## src/design/vac_regs.svh

```systemverilog
// constants for the valve actuator command logic
`ifndef VAC_REGS_SVH
`define VAC_REGS_SVH

// command word bit positions
`define VAC_CMD_STOP     0
`define VAC_CMD_CLOSE    1
`define VAC_CMD_OPEN     2
`define VAC_CMD_ESD      3
`define VAC_CMD_POS      4
`define VAC_CMD_PSTROKE  5
`define VAC_CMD_USED     6
`define VAC_CMD_POS_WORD 16'h0010

// position demand scale, 0.1 % per count
`define VAC_POS_ZERO     16'h0000
`define VAC_POS_FULL     16'h03E8

// relay word
`define VAC_RELAY_BITS   4
`define VAC_RELAY_RST    4'h0

// emergency action codes
`define VAC_ESD_CLOSE    2'h0
`define VAC_ESD_OPEN     2'h1
`define VAC_ESD_STAY     2'h2

// status flag positions
`define VAC_ST_OPEN      0
`define VAC_ST_CLOSED    1
`define VAC_ST_MOVING    2
`define VAC_ST_POSMODE   3
`define VAC_ST_REMOTE    4
`define VAC_ST_ESD       5
`define VAC_ST_BLOCKED   6

// cyclic word counts
`define VAC_IN_WORDS     7
`define VAC_OUT_WORDS    4

`endif

```

## src/design/vac_pkg.sv

```systemverilog
// types shared by the valve actuator command logic
package vac_pkg;

  // motion states, gray order idle-open-position-close
  typedef enum logic [1:0] {
    VAC_IDLE     = 2'b00,
    VAC_OPENING  = 2'b01,
    VAC_POSITION = 2'b11,
    VAC_CLOSING  = 2'b10
  } vac_state_t;

  // cyclic output words from the master
  typedef struct packed {
    logic [15:0] cmd;
    logic [15:0] demand;
    logic [15:0] relay;
  } vac_out_words_t;

  // card configuration
  typedef struct packed {
    logic       inhibit_en;
    logic [1:0] esd_action;
    logic       open_on_torque;
    logic       close_on_torque;
    logic       limited_range;
    logic       relay_fitted;
    logic [9:0] deadband;
    logic [2:0] in_words;
    logic [1:0] out_words;
  } vac_cfg_t;

  // field inputs, asynchronous to clk_sys
  typedef struct packed {
    logic remote;
    logic inhibit;
    logic hw_open;
    logic hw_close;
    logic ilk_open;
    logic ilk_close;
    logic alarm;
    logic lim_open;
    logic lim_close;
    logic torque_trip;
  } vac_pins_t;

  // cyclic input words to the master
  typedef struct packed {
    logic [15:0] flags;
    logic [15:0] position;
  } vac_status_t;

endpackage : vac_pkg

```

## src/design/vac_sync.sv

```systemverilog
// three-stage input synchroniser with agreement filter
`timescale 1ns/1ps
`default_nettype none
module vac_sync #(
  parameter int W = 1
) (
  input  wire logic         clk_sys,
  input  wire logic         rst_n,
  input  wire logic [W-1:0] d,
  output var  logic [W-1:0] q
);

  logic [W-1:0]      s1_r;
  logic [W-1:0]      s2_r;
  logic [W-1:0]      s3_r;
  logic [W-1:0]      q_r;
  wire logic [W-1:0] q_nxt;

  // per bit: the output moves only when stages two and three agree
  for (genvar i = 0; i < W; i++) begin : g_bit
    assign q_nxt[i] = (s2_r[i] == s3_r[i]) ? s3_r[i] : q_r[i];
  end

  // one process owns the whole chain; only stage two reads stage one
  always_ff @(posedge clk_sys or negedge rst_n) begin
    if (!rst_n) begin
      s1_r <= '0;
      s2_r <= '0;
      s3_r <= '0;
      q_r  <= '0;
    end else begin
      s1_r <= d;
      s2_r <= s1_r;
      s3_r <= s2_r;
      q_r  <= q_nxt;
    end
  end

  assign q = q_r;

endmodule : vac_sync
`default_nettype wire

```

## src/design/vac_posn.sv

```systemverilog
// deadband comparator for analogue positioning
`timescale 1ns/1ps
`default_nettype none
module vac_posn #(
  parameter int W  = 16,
  parameter int DW = 10
) (
  input  wire logic [W-1:0]  target,
  input  wire logic [W-1:0]  feedback,
  input  wire logic [DW-1:0] deadband,
  output var  logic          need_open,
  output var  logic          need_close
);

  logic [W:0] db_w;
  logic [W:0] hi_w;
  logic [W:0] lo_w;

  // widen by one bit so target plus band cannot wrap
  assign db_w       = {{(W+1-DW){1'b0}}, deadband};
  assign hi_w       = {1'b0, feedback} + db_w;
  assign lo_w       = {1'b0, target} + db_w;
  assign need_open  = {1'b0, target} > hi_w;
  assign need_close = {1'b0, feedback} > lo_w;

endmodule : vac_posn
`default_nettype wire

```

## src/design/vac_cmd.sv

```systemverilog
// command interpreter for the valve actuator option card
//
// Contract
// - output words command, input words report status
// - exchanged word set follows card configuration
// - network moves actuator only in remote, except shutdown which needs no remote
// - enabled inhibit input blocks network commands
// - standing hardwired input blocks network commands
// - interlocks or alarms block network motion
// - interlocks stop opening or closing motion
// - open runs to limit, torque, new command (torque alone does not stop it here, only together with the open limit)
// - close runs to limit, torque, new command (torque alone does not stop it here, only together with the close limit)
// - stop command halts a running motor
// - shutdown drives to configured emergency action
// - open/closed status comes from limits only
// - demand spans full travel in 0.1% steps
// - positioning stops inside configured deadband
// - later open or close overrides positioning
// - positioner idles at target, tracks new writes
// - changed demand in positioning moves to it
// - new command bit ends positioning mode
// - 0% closes tight, 100% opens fully
// - fitted relay board gives four network relays
// - positioning accepted from network only
// - command word with several bits is ignored
// - demand encoded 0 to 1000 counts
// - relay word bits 0-3, one energises
`timescale 1ns/1ps
`default_nettype none
`include "vac_regs.svh"
module vac_cmd
  import vac_pkg::*;
#(
  parameter int PW = 16
) (
  input  wire logic           clk_sys,
  input  wire logic           rst_n,
  input  wire vac_out_words_t out_words,
  input  wire logic           out_strobe,
  input  wire vac_cfg_t       cfg,
  input  wire vac_pins_t      pins_async,
  input  wire logic [PW-1:0]  pos_feedback,
  output var  logic           motor_open,
  output var  logic           motor_close,
  output var  logic [3:0]     relay_out,
  output var  vac_status_t    status,
  output var  logic [6:0]     in_exch_mask,
  output var  logic [3:0]     out_exch_mask,
  output var  logic           pos_mode,
  output var  logic           esd_active
);

  // one bit set, and nothing in the reserved field
  function automatic logic one_cmd(input logic [15:0] w);
    one_cmd = (w != 16'h0000) && ((w & (w - 16'h0001)) == 16'h0000)
              && (w[15:`VAC_CMD_USED] == '0);
  endfunction : one_cmd

  // contiguous low mask for a word count
  function automatic logic [6:0] low_mask(input logic [2:0] n);
    low_mask = 7'((8'h01 << n) - 8'h01);
  endfunction : low_mask

  vac_pins_t   p;
  vac_state_t  state_r;
  vac_state_t  state_nxt;
  vac_state_t  esd_state;
  logic        src_net_r;
  logic        src_net_nxt;
  logic        esd_r;
  logic        esd_nxt;
  logic        blocked_r;
  logic [15:0] last_cmd_r;
  logic [15:0] demand_r;
  logic [3:0]  relay_r;
  logic        mo_r;
  logic        mc_r;
  vac_status_t status_r;
  logic [6:0]  in_mask_r;
  logic [3:0]  out_mask_r;

  wire [15:0] cmd        = out_words.cmd;
  wire        hw_any     = p.hw_open | p.hw_close;
  wire        ilk_any    = p.ilk_open | p.ilk_close;
  wire        inhibited  = cfg.inhibit_en & p.inhibit;
  // word count plus one, cut to the four output words
  wire [6:0]  out_mask_w = low_mask({1'b0, cfg.out_words} + 3'h1);
  wire        esd_ok     = ~inhibited & ~hw_any & ~ilk_any & ~p.alarm;
  wire        net_ok     = p.remote & esd_ok;
  wire        new_word   = out_strobe & (cmd != last_cmd_r);
  wire        cmd_valid  = new_word & one_cmd(cmd);
  wire        is_esd     = cmd[`VAC_CMD_ESD];
  wire        cmd_ok     = is_esd ? esd_ok : net_ok;
  wire        accept     = cmd_valid & cmd_ok;
  wire        discard    = cmd_valid & ~cmd_ok;
  wire        demand_ok  = out_words.demand <= `VAC_POS_FULL;
  wire        open_done  = p.lim_open & (~cfg.open_on_torque | p.torque_trip);
  wire        close_done = p.lim_close
                         & (~cfg.close_on_torque | p.torque_trip);
  wire        hw_go_open  = p.remote & p.hw_open & ~p.hw_close & ~open_done;
  wire        hw_go_close = p.remote & p.hw_close & ~p.hw_open & ~close_done;
  wire        sp_close   = ~cfg.limited_range & (demand_r == `VAC_POS_ZERO);
  wire        sp_open    = ~cfg.limited_range & (demand_r == `VAC_POS_FULL);
  wire        need_open;
  wire        need_close;
  wire        pos_open;
  wire        pos_close;
  wire        want_open;
  wire        want_close;

  // field inputs cross into clk_sys
  vac_sync #(.W($bits(vac_pins_t))) u_sync (
    .clk_sys (clk_sys),
    .rst_n   (rst_n),
    .d       (pins_async),
    .q       (p)
  );

  // deadband comparison against the feedback word
  vac_posn #(.W(16), .DW(10)) u_posn (
    .target     (demand_r),
    .feedback   (pos_feedback),
    .deadband   (cfg.deadband),
    .need_open  (need_open),
    .need_close (need_close)
  );

  // end points override the servo unless range is limited
  assign pos_open  = sp_open  ? ~open_done  : (~sp_close & need_open);
  assign pos_close = sp_close ? ~close_done : (~sp_open & need_close);

  // motion request per state; interlocks and alarms veto at the motor
  assign want_open  = (state_r == VAC_OPENING)
                    | ((state_r == VAC_POSITION) & pos_open);
  assign want_close = (state_r == VAC_CLOSING)
                    | ((state_r == VAC_POSITION) & pos_close);

  // emergency action chosen by configuration
  assign esd_state = (cfg.esd_action == `VAC_ESD_CLOSE) ? VAC_CLOSING :
                     (cfg.esd_action == `VAC_ESD_OPEN)  ? VAC_OPENING :
                                                          VAC_IDLE;

  // next motion state; later assignments take priority
  always_comb begin
    state_nxt   = state_r;
    src_net_nxt = src_net_r;
    esd_nxt     = esd_r;
    if ((state_r == VAC_OPENING) && open_done) begin
      state_nxt = VAC_IDLE;
    end
    if ((state_r == VAC_CLOSING) && close_done) begin
      state_nxt = VAC_IDLE;
    end
    // network motion other than shutdown may not outlive its permission
    if (src_net_r && !esd_r && !net_ok) begin
      state_nxt = VAC_IDLE;
    end
    // a blocked or malformed word never reaches here
    if (accept) begin
      src_net_nxt = 1'b1;
      esd_nxt     = is_esd;
      if (cmd[`VAC_CMD_OPEN]) begin
        state_nxt = VAC_OPENING;
      end else if (cmd[`VAC_CMD_CLOSE]) begin
        state_nxt = VAC_CLOSING;
      end else if (cmd == `VAC_CMD_POS_WORD) begin
        state_nxt = VAC_POSITION;
      end else if (is_esd) begin
        state_nxt = esd_state;
      end else begin
        state_nxt = VAC_IDLE;
      end
    end
    // hardwired open or close wins over any positioning
    if (hw_go_open) begin
      state_nxt   = VAC_OPENING;
      src_net_nxt = 1'b0;
      esd_nxt     = 1'b0;
    end else if (hw_go_close) begin
      state_nxt   = VAC_CLOSING;
      src_net_nxt = 1'b0;
      esd_nxt     = 1'b0;
    end
  end

  // motion state registers
  always_ff @(posedge clk_sys or negedge rst_n) begin
    if (!rst_n) begin
      state_r   <= VAC_IDLE;
      src_net_r <= 1'b0;
      esd_r     <= 1'b0;
    end else begin
      state_r   <= state_nxt;
      src_net_r <= src_net_nxt;
      esd_r     <= esd_nxt;
    end
  end

  // command history; a repeated cyclic word is not a new command
  always_ff @(posedge clk_sys or negedge rst_n) begin
    if (!rst_n) begin
      last_cmd_r <= 16'h0000;
      blocked_r  <= 1'b0;
    end else begin
      if (out_strobe) last_cmd_r <= cmd;
      if (discard) blocked_r <= 1'b1;
      else if (accept) blocked_r <= 1'b0;
    end
  end

  // demand tracks every write in range, so the servo follows
  always_ff @(posedge clk_sys or negedge rst_n) begin
    if (!rst_n) begin
      demand_r <= `VAC_POS_ZERO;
    end else if (out_strobe && demand_ok) begin
      demand_r <= out_words.demand;
    end
  end

  // relays load only with the board fitted; reset de-energises
  always_ff @(posedge clk_sys or negedge rst_n) begin
    if (!rst_n) begin
      relay_r <= `VAC_RELAY_RST;
    end else if (out_strobe && cfg.relay_fitted) begin
      relay_r <= out_words.relay[`VAC_RELAY_BITS-1:0];
    end
  end

  // motor drive, registered so it never glitches
  always_ff @(posedge clk_sys or negedge rst_n) begin
    if (!rst_n) begin
      mo_r <= 1'b0;
      mc_r <= 1'b0;
    end else begin
      mo_r <= want_open  & ~p.ilk_open  & ~p.alarm;
      mc_r <= want_close & ~p.ilk_close & ~p.alarm;
    end
  end

  // status words; open/closed from limit switches, not torque
  always_ff @(posedge clk_sys or negedge rst_n) begin
    if (!rst_n) begin
      status_r <= '0;
    end else begin
      status_r.flags                   <= '0;
      status_r.flags[`VAC_ST_OPEN]     <= p.lim_open;
      status_r.flags[`VAC_ST_CLOSED]   <= p.lim_close;
      status_r.flags[`VAC_ST_MOVING]   <= mo_r | mc_r;
      status_r.flags[`VAC_ST_POSMODE]  <= state_r == VAC_POSITION;
      status_r.flags[`VAC_ST_REMOTE]   <= p.remote;
      status_r.flags[`VAC_ST_ESD]      <= esd_r;
      status_r.flags[`VAC_ST_BLOCKED]  <= blocked_r;
      status_r.position                <= pos_feedback;
    end
  end

  // exchanged word sets follow the loaded configuration
  always_ff @(posedge clk_sys or negedge rst_n) begin
    if (!rst_n) begin
      in_mask_r  <= 7'h00;
      out_mask_r <= 4'h0;
    end else begin
      in_mask_r  <= low_mask(cfg.in_words);
      out_mask_r <= out_mask_w[3:0];
    end
  end

  assign motor_open    = mo_r;
  assign motor_close   = mc_r;
  assign relay_out     = relay_r;
  assign status        = status_r;
  assign in_exch_mask  = in_mask_r;
  assign out_exch_mask = out_mask_r;
  assign pos_mode      = state_r == VAC_POSITION;
  assign esd_active    = esd_r;
endmodule : vac_cmd
`default_nettype wire

```

## config.mk

```make
export PLATFORM = sky130hd
export DESIGN_NAME = vac_cmd
export DESIGN_NICKNAME = d
export VERILOG_FILES = /design/src/design/vac_pkg.sv /design/src/design/vac_sync.sv /design/src/design/vac_posn.sv /design/src/design/vac_cmd.sv
export VERILOG_INCLUDE_DIRS = /design/src /design/src/design
export SDC_FILE = /design/constraint.sdc
export NUM_CORES = 1
export LEC_CHECK = 0
export BUFFER_PORTS_ARGS = -buffer_cell sky130_fd_sc_hd__clkbuf_2
export CAP_MARGIN = 20
export CORE_MARGIN = 2
export CORE_UTILIZATION = 39
export DETAILED_ROUTE_END_ITERATION = 10
export GPL_TIMING_DRIVEN = 0
export PLACE_DENSITY_LB_ADDON = 0.25
export SYNTH_ARGS = -nofsm -noshare
export SYNTH_HDL_FRONTEND = slang
export SYNTH_SLANG_ARGS = --single-unit
```

## constraint.sdc

```tcl
create_clock -name clk_sys -period 6.7 [get_ports clk_sys]
set_input_delay 0.67 -clock clk_sys [delete_from_list [all_inputs] [get_ports clk_sys]]
set_output_delay 0.67 -clock clk_sys [all_outputs]
set_load 0.02 [all_outputs]
```

# [After elaboration in Yosys (flattened, before gate mapping)]
# Cells that the tools add are included.
[totals] reg_bits=117 input_bits=99 word_cells=146
[op_classes] bitwise_logic=51 n_lt_le_gt_ge=3 shift=2 n_reduce_logical=18 eq_ne=17 mux=23 add_sub_neg=6
[op_table] cell="$add 16x10->17" n=2
[op_table] cell="$gt 16x17->1" n=2
[op_table] cell="$logic_not 16->1" n=2
[op_table] cell="$and 1x1->1" n=27
[op_table] cell="$mux 2" n=11
[op_table] cell="$and 16x16->16" n=1
[op_table] cell="$eq 16x10->1 const B" n=1
[op_table] cell="$eq 16x5->1 const B" n=1
[op_table] cell="$le 16x10->1 const B" n=1
[op_table] cell="$ne 16x16->1" n=1
[op_table] cell="$not 1->1" n=16
[op_table] cell="$reduce_bool 16->1" n=1
[op_table] cell="$sub 16x1->16 const B" n=1
[op_table] cell="$mux 1" n=12
[op_table] cell="$eq 1x1->1" n=10
[op_table] cell="$logic_not 10->1" n=1
[op_table] cell="$logic_and 1x1->1" n=8
[op_table] cell="$or 1x1->1" n=7
[op_table] cell="$shl 1x3->7 const A" n=1
[op_table] cell="$sub 7x1->7 const B" n=1
[op_table] cell="$reduce_bool 6->1" n=1
[op_table] cell="$eq 2x1->1 const B" n=2
[op_table] cell="$eq 2x2->1 const B" n=2
[op_table] cell="$shl 1x3->4 const A" n=1
[op_table] cell="6 further kinds" n=7

# [Logic depth before layout (Yosys ltp)]
[depth] depth_word=12 depth_mapped=13 ltp_nobuf=13

# [Hierarchy]
# Synthesis repeated with hierarchy kept, for this count alone.
[hier_totals] hier_cells=542 area_unflattened_um2=6249.7
[modules_own_cells] mod="vac_cmd" cells_per_inst=246 seq_area_each_um2=1926.8 n_inst=1 area_per_inst_um2=3156.8
[modules_own_cells] mod="vac_posn" cells_per_inst=246 seq_area_each_um2=0.0 n_inst=1 area_per_inst_um2=1979.4
[modules_own_cells] mod="vac_sync" cells_per_inst=50 seq_area_each_um2=1001.0 n_inst=1 area_per_inst_um2=1113.6

# [Worst setup path after synthesis]
# No wires, ideal clock.
[synth_path] kind="input -> register" start="in cfg[6] in the netlist's numbering" end="reg mo_r, in the netlist motor_open" arrival_ps=3292 path_stages=12 path_slack_ps=3288 path_buffers=0 path_cell_list="ha_1 a211o_1 a211o_1 a221oi_1 or2_1 o22ai_1 ha_1 nand3_1 nor3_1 a2111oi_0 nand3_1 a41o_1"
[synth_between] elab_chain_cells=8
[synth_lines] item="start: declaration" line="vac_cmd.sv:40" text="input wire vac_cfg_t cfg,"
[synth_lines] item="$add 16x10->17" line="vac_posn.sv:21" text="assign hi_w = {1'b0, feedback} + db_w;"
[synth_lines] item="$gt 16x17->1" line="vac_posn.sv:23" text="assign need_open = {1'b0, target} > hi_w;"
[synth_lines] item="$and 1x1->1" line="vac_cmd.sv:129" text="assign pos_open = sp_open ? ~open_done : (~sp_close & need_open);"
[synth_lines] item="$mux 1" line="vac_cmd.sv:129"
[synth_lines] item="$and 1x1->1" line="vac_cmd.sv:134" text="| ((state_r == VAC_POSITION) & pos_open);"
[synth_lines] item="$or 1x1->1" line="vac_cmd.sv:134"
[synth_lines] item="$and 1x1->1 (2 in series)" line="vac_cmd.sv:235" text="mo_r <= want_open & ~p.ilk_open & ~p.alarm;"
[synth_lines] item="end signal: assignment" line="vac_cmd.sv:235"
[synth_lines] item="end: declaration" line="vac_cmd.sv:76" text="logic mo_r;"
# Every way passes these cells.
# A chain may end at the register's enable or synchronous reset.

# [Final worst setup path]
[layout_path] start="reg demand_r[0]" end="reg mc_r, in the netlist motor_close"
[layout_between] elab_chain_cells=9 word_cells_on_any_way=13 cone_classes="add/sub (1); order compare (1); eq/ne (1); mux (1); bitwise (8); reduce/logical (1)"
[layout_lines] item="start: declaration" line="vac_cmd.sv:74" text="logic [15:0] demand_r;"
[layout_lines] item="start signal: assignment" line="vac_cmd.sv:214" text="demand_r <= `VAC_POS_ZERO;"
[layout_lines] item="start signal: assignment" line="vac_cmd.sv:216" text="demand_r <= out_words.demand;"
[layout_lines] item="branches (longest 4 deep; another with $add 16x10->17)"
[layout_lines] item="$mux 1 *" line="vac_cmd.sv:130" text="assign pos_close = sp_close ? ~close_done : (~sp_open & need_close);"
[layout_lines] item="$and 1x1->1 *" line="vac_cmd.sv:136" text="| ((state_r == VAC_POSITION) & pos_close);"
[layout_lines] item="$or 1x1->1 *" line="vac_cmd.sv:136"
[layout_lines] item="$and 1x1->1 * (2 in series)" line="vac_cmd.sv:236" text="mc_r <= want_close & ~p.ilk_close & ~p.alarm;"
[layout_lines] item="end signal: assignment" line="vac_cmd.sv:236"
[layout_lines] item="end: declaration" line="vac_cmd.sv:77" text="logic mc_r;"
# Mark *: on every way between the ends.

==> impl_metrics.toml <==
[global_routing]
grt-busiest-layer = "met2"
grt_usage_pct = 17.65
grt_max_degree = 105
grtUsageMet1_pct = 21.49
grt_antenna_before_repair = 0
grt_pass1_vias = 4842
grt_pass1_wl_um = 22640
overflow = 0
use_met2_pct = 29.91
use_met3_pct = 4.449

[floorplan]
fp.coreArea_sq_um = 15150
io_pins = 150
die_area_sq_um = 16480
fp.dieW_um = 128.4
initial_utilization_pct = 39.83
die_height_um = 128.4
rows = 45

[detailed_routing]
ant_nets = 0
vias = 4580
wl_per_cell_um = 15.35
vias_per_cell = 5.210
drc = 0
drt_wl_total_um = 13500
drtIter0Drc = 128
first_pass_iters = 4

[critical_path]
end_kind = "flip-flop"
cp_cell_sequence = "ha_1 -> fa_1 -> a211oi_1 -> o21ai_1 -> a21oi_1 -> nor3_1 -> xnor2_1 -> ha_1 -> nand4_1 -> nor2_1 -> a21oi_1 -> o211a_1 -> o41ai_1"
critPathLaunchType = "flip-flop"
crit_slowest_cell = "a21oi_1"
critPathMaxStageDelay_ns = 0.46
crit_required_ns = 6.95
path_max_fanout = 4
path_class = "reg2reg"
arrival_ns = 4.05
r2r_slack_ns = 2.90

[sta]
setup-violations-final = 0
finalHoldViolCount = 0
setup_ws_ns = 2.898
max_freq_mhz = 263.0
tightest_slew_ns = 0.9185
setup_tns_ns = 0
timing.final.crit_share_pct = 56.74
hold_ws_ns = 0.08743
rsz0062_at_grt = "no"
max_slew_margin_pct = 37.90
skew_ns = 0.01057
drv_slew = 0
period_needed_ns = 3.802

[yosys]
syn-cell-area_sq_um = 6032
ys_async_sr_fraction_pct = 100.0
netlist-cell-type-count = 60
synth.area.mux_share_pct = 6.098
synthSimpleGateAreaFrac_pct = 12.16
netlist.area_leader.share_pct = 48.54
syn_avg_cell_area_sq_um = 11.51
synth_area_leaders = "dfrtp_1 49%, ha_1 11%, mux2_2 4.9%, xnor2_1 3.6%, a21oi_1 2.7%"
netlist.top_cell.by_area = "dfrtp_1"
synthFlopType = "dfrtp_1"
synth_compound_area_share_pct = 11.82
yosysWarningCount = 0
synth_seq_cells = 117
synth-edff-count = 0
synth_xor_area_share_pct = 5.663
synth_fa_ha_area_share_pct = 13.28
synth_top_family_by_area = "adder cells"
ys_seq_area_share_pct = 48.54
syn_inst = 524

[cells_and_area]
syn2layout_area_growth_pct = 25.82
fin_util_pct = 50.11
fin_nets = 831
n_antenna_cell = 0
layout-drive-gt1-share_pct = 29.96

[placement]
dpl.hpwl_um = 10680
post-place-ws_ns = 2.564
port_buffers = 126
routabilityCongestion = 0.9058

[clocking]
hold_buffers = 0
cts_inserted_buffers = 17
path_clk_slew_ns = 0.06
htree_levels = 4
clock_sinks = 117
insertion_delay_ns = 0.42
cts_buffer_depth = 2
tritoncts = "built"
cts_setup_buffers = 0
cts-root-buf = "clkbuf_16"
cts_resized = 0

[worst_hold_path]
min_path_type = "in2async"

[power_and_ir_drop]
irDropWorstVdd_mv = 0.2017
leakagePower_nw = 3.601
p_per_area_nw_per_um2 = 282.5

[flow_run]
cap_violations = 0

[outcome]
status = "finished clean"
## logic make-up (layout without fill, tap and decap cells)
kind of cell	after synthesis	in the layout
AOI/OAI and AO/OA	108	108
adders and majority gates	65	65
other	2	10
xor gates and xnor gates	39	39
DFF	117	117
muxes	33	33
and+or+nand+nor	132	132
buffers and inverters	28	187
## report_power, final
part           switching (mW)  total [mW]  internal, mW
clock network           0.353       0.959         0.606
logic                   0.216       0.387         0.170
registers              0.0402       0.799         0.759
total                   0.609        2.14          1.53
## cell usage in the layout, fill, tap and decap left out, drive strengths merged, types with 3 or more instances in the layout
| cell type | instances |
|---|---|
| o21a | 9 |
| nor3b | 5 |
| and2 | 9 |
| nand3 | 9 |
| conb | 10 |
| nor4 | 6 |
| o21ai | 19 |
| a31oi | 4 |
| nand2 | 24 |
| or3 | 7 |
| a21oi | 33 |
| a21o | 8 |
| maj3 | 11 |
| a211oi | 6 |
| bufinv | 3 |
| mux2 | 30 |
| nor2 | 15 |
| and3 | 8 |
| nand2b | 4 |
| or4 | 3 |
| nor3 | 13 |
| nand4 | 14 |
| inv | 21 |
| xnor2 | 25 |
| buf | 12 |
| ha | 52 |
| mux2i | 3 |
| a211o | 5 |
| xor2 | 14 |
| dfrtp | 117 |
| or2 | 10 |
| clkbuf | 148 |
## metrics by stage
| step | std cells | cell area (sq um) | power [mW] |
|---|---|---|---|
| after floorplan | 532 | 6062 | 1.057 |
| after global placement | 846 | 6928 | 1.186 |
| after detailed placement | 847 | 6964 | 1.201 |
| after CTS | 879 | 7590 | 2.174 |
| after global routing | 879 | 7590 | 2.258 |
| final | 879 | 7590 | 2.144 |
## cells in the mapped netlist, types with 5 or more instances
| library cell | instances |
|---|---|
| a21o_1 | 8 |
| xor2_1 | 14 |
| dfrtp_1 | 117 |
| or3_1 | 6 |
| nor4_1 | 6 |
| nor3_1 | 12 |
| a21oi_1 | 33 |
| nor3b_1 | 5 |
| or2_2 | 9 |
| nand4_1 | 14 |
| o21ai_0 | 17 |
| a211oi_1 | 6 |
| o21a_1 | 9 |
| mux2_2 | 26 |
| nand3_1 | 9 |
| inv_1 | 13 |
| xnor2_1 | 25 |
| and3_1 | 8 |
| ha_1 | 52 |
| maj3_1 | 11 |
| nor2_1 | 15 |
| and2_1 | 9 |
| a211o_1 | 5 |
| buf_4 | 9 |
| nand2_1 | 24 |
## path summary, 6_finish.rpt
kind                                          start                  endpoint  cells past startpoint
max                         demand_r[0]$_DFFE_PN0P_     motor_close$_DFF_PN0_                     13
min reg2reg                u_sync.s1_r[5]$_DFF_PN0_  u_sync.s2_r[5]$_DFF_PN0_                      0
min in group clk_sys       u_sync.s1_r[5]$_DFF_PN0_  u_sync.s2_r[5]$_DFF_PN0_                      0
max in group asynchronous                     rst_n      status[18]$_DFF_PN0_                      2
min                                           rst_n       status[4]$_DFF_PN0_                      1
max reg2reg                 demand_r[0]$_DFFE_PN0P_     motor_close$_DFF_PN0_                     13
## registers in the layout, summed over array words and instances, names as in the netlist
signal,flops
status,23
demand_r,16
last_cmd_r,16
u_sync.q,10
u_sync.s1_r,10
u_sync.s2_r,10
u_sync.s3_r,10
in_exch_mask,7
out_exch_mask,4
relay_out,4
state_r,2
blocked_r,1
esd_active,1
motor_close,1
motor_open,1
src_net_r,1
## metal layers
metal	vias to the layer above	wire length (um)
li1	2229	-
met5	-	0
met3	18	649
met4	0	298
met2	120	6629
met1	2213	5919
## critical path: cells and delay by family, from the launching register on
family | cells | cell delay [ns]
simple gates | 3 | 0.43
fa+ha+maj | 3 | 1.00
xor+xnor | 1 | 0.16
compound gates | 6 | 1.65
flops | 1 | 0.41
## final cells by class
type                            count  area, sq um
Clock buffer                       18        439.2
Sequential cell                   117         2928
Clock inverter                     14        186.4
Tap cell                          188        235.2
Timing Repair Buffer              127        666.9
Inverter                           13        48.80
Buffer                             15        91.34
Fill cell                        1398         7556
Multi-Input combinational cell    387         2994
Note: power is estimated with default switching activity, not from simulation.
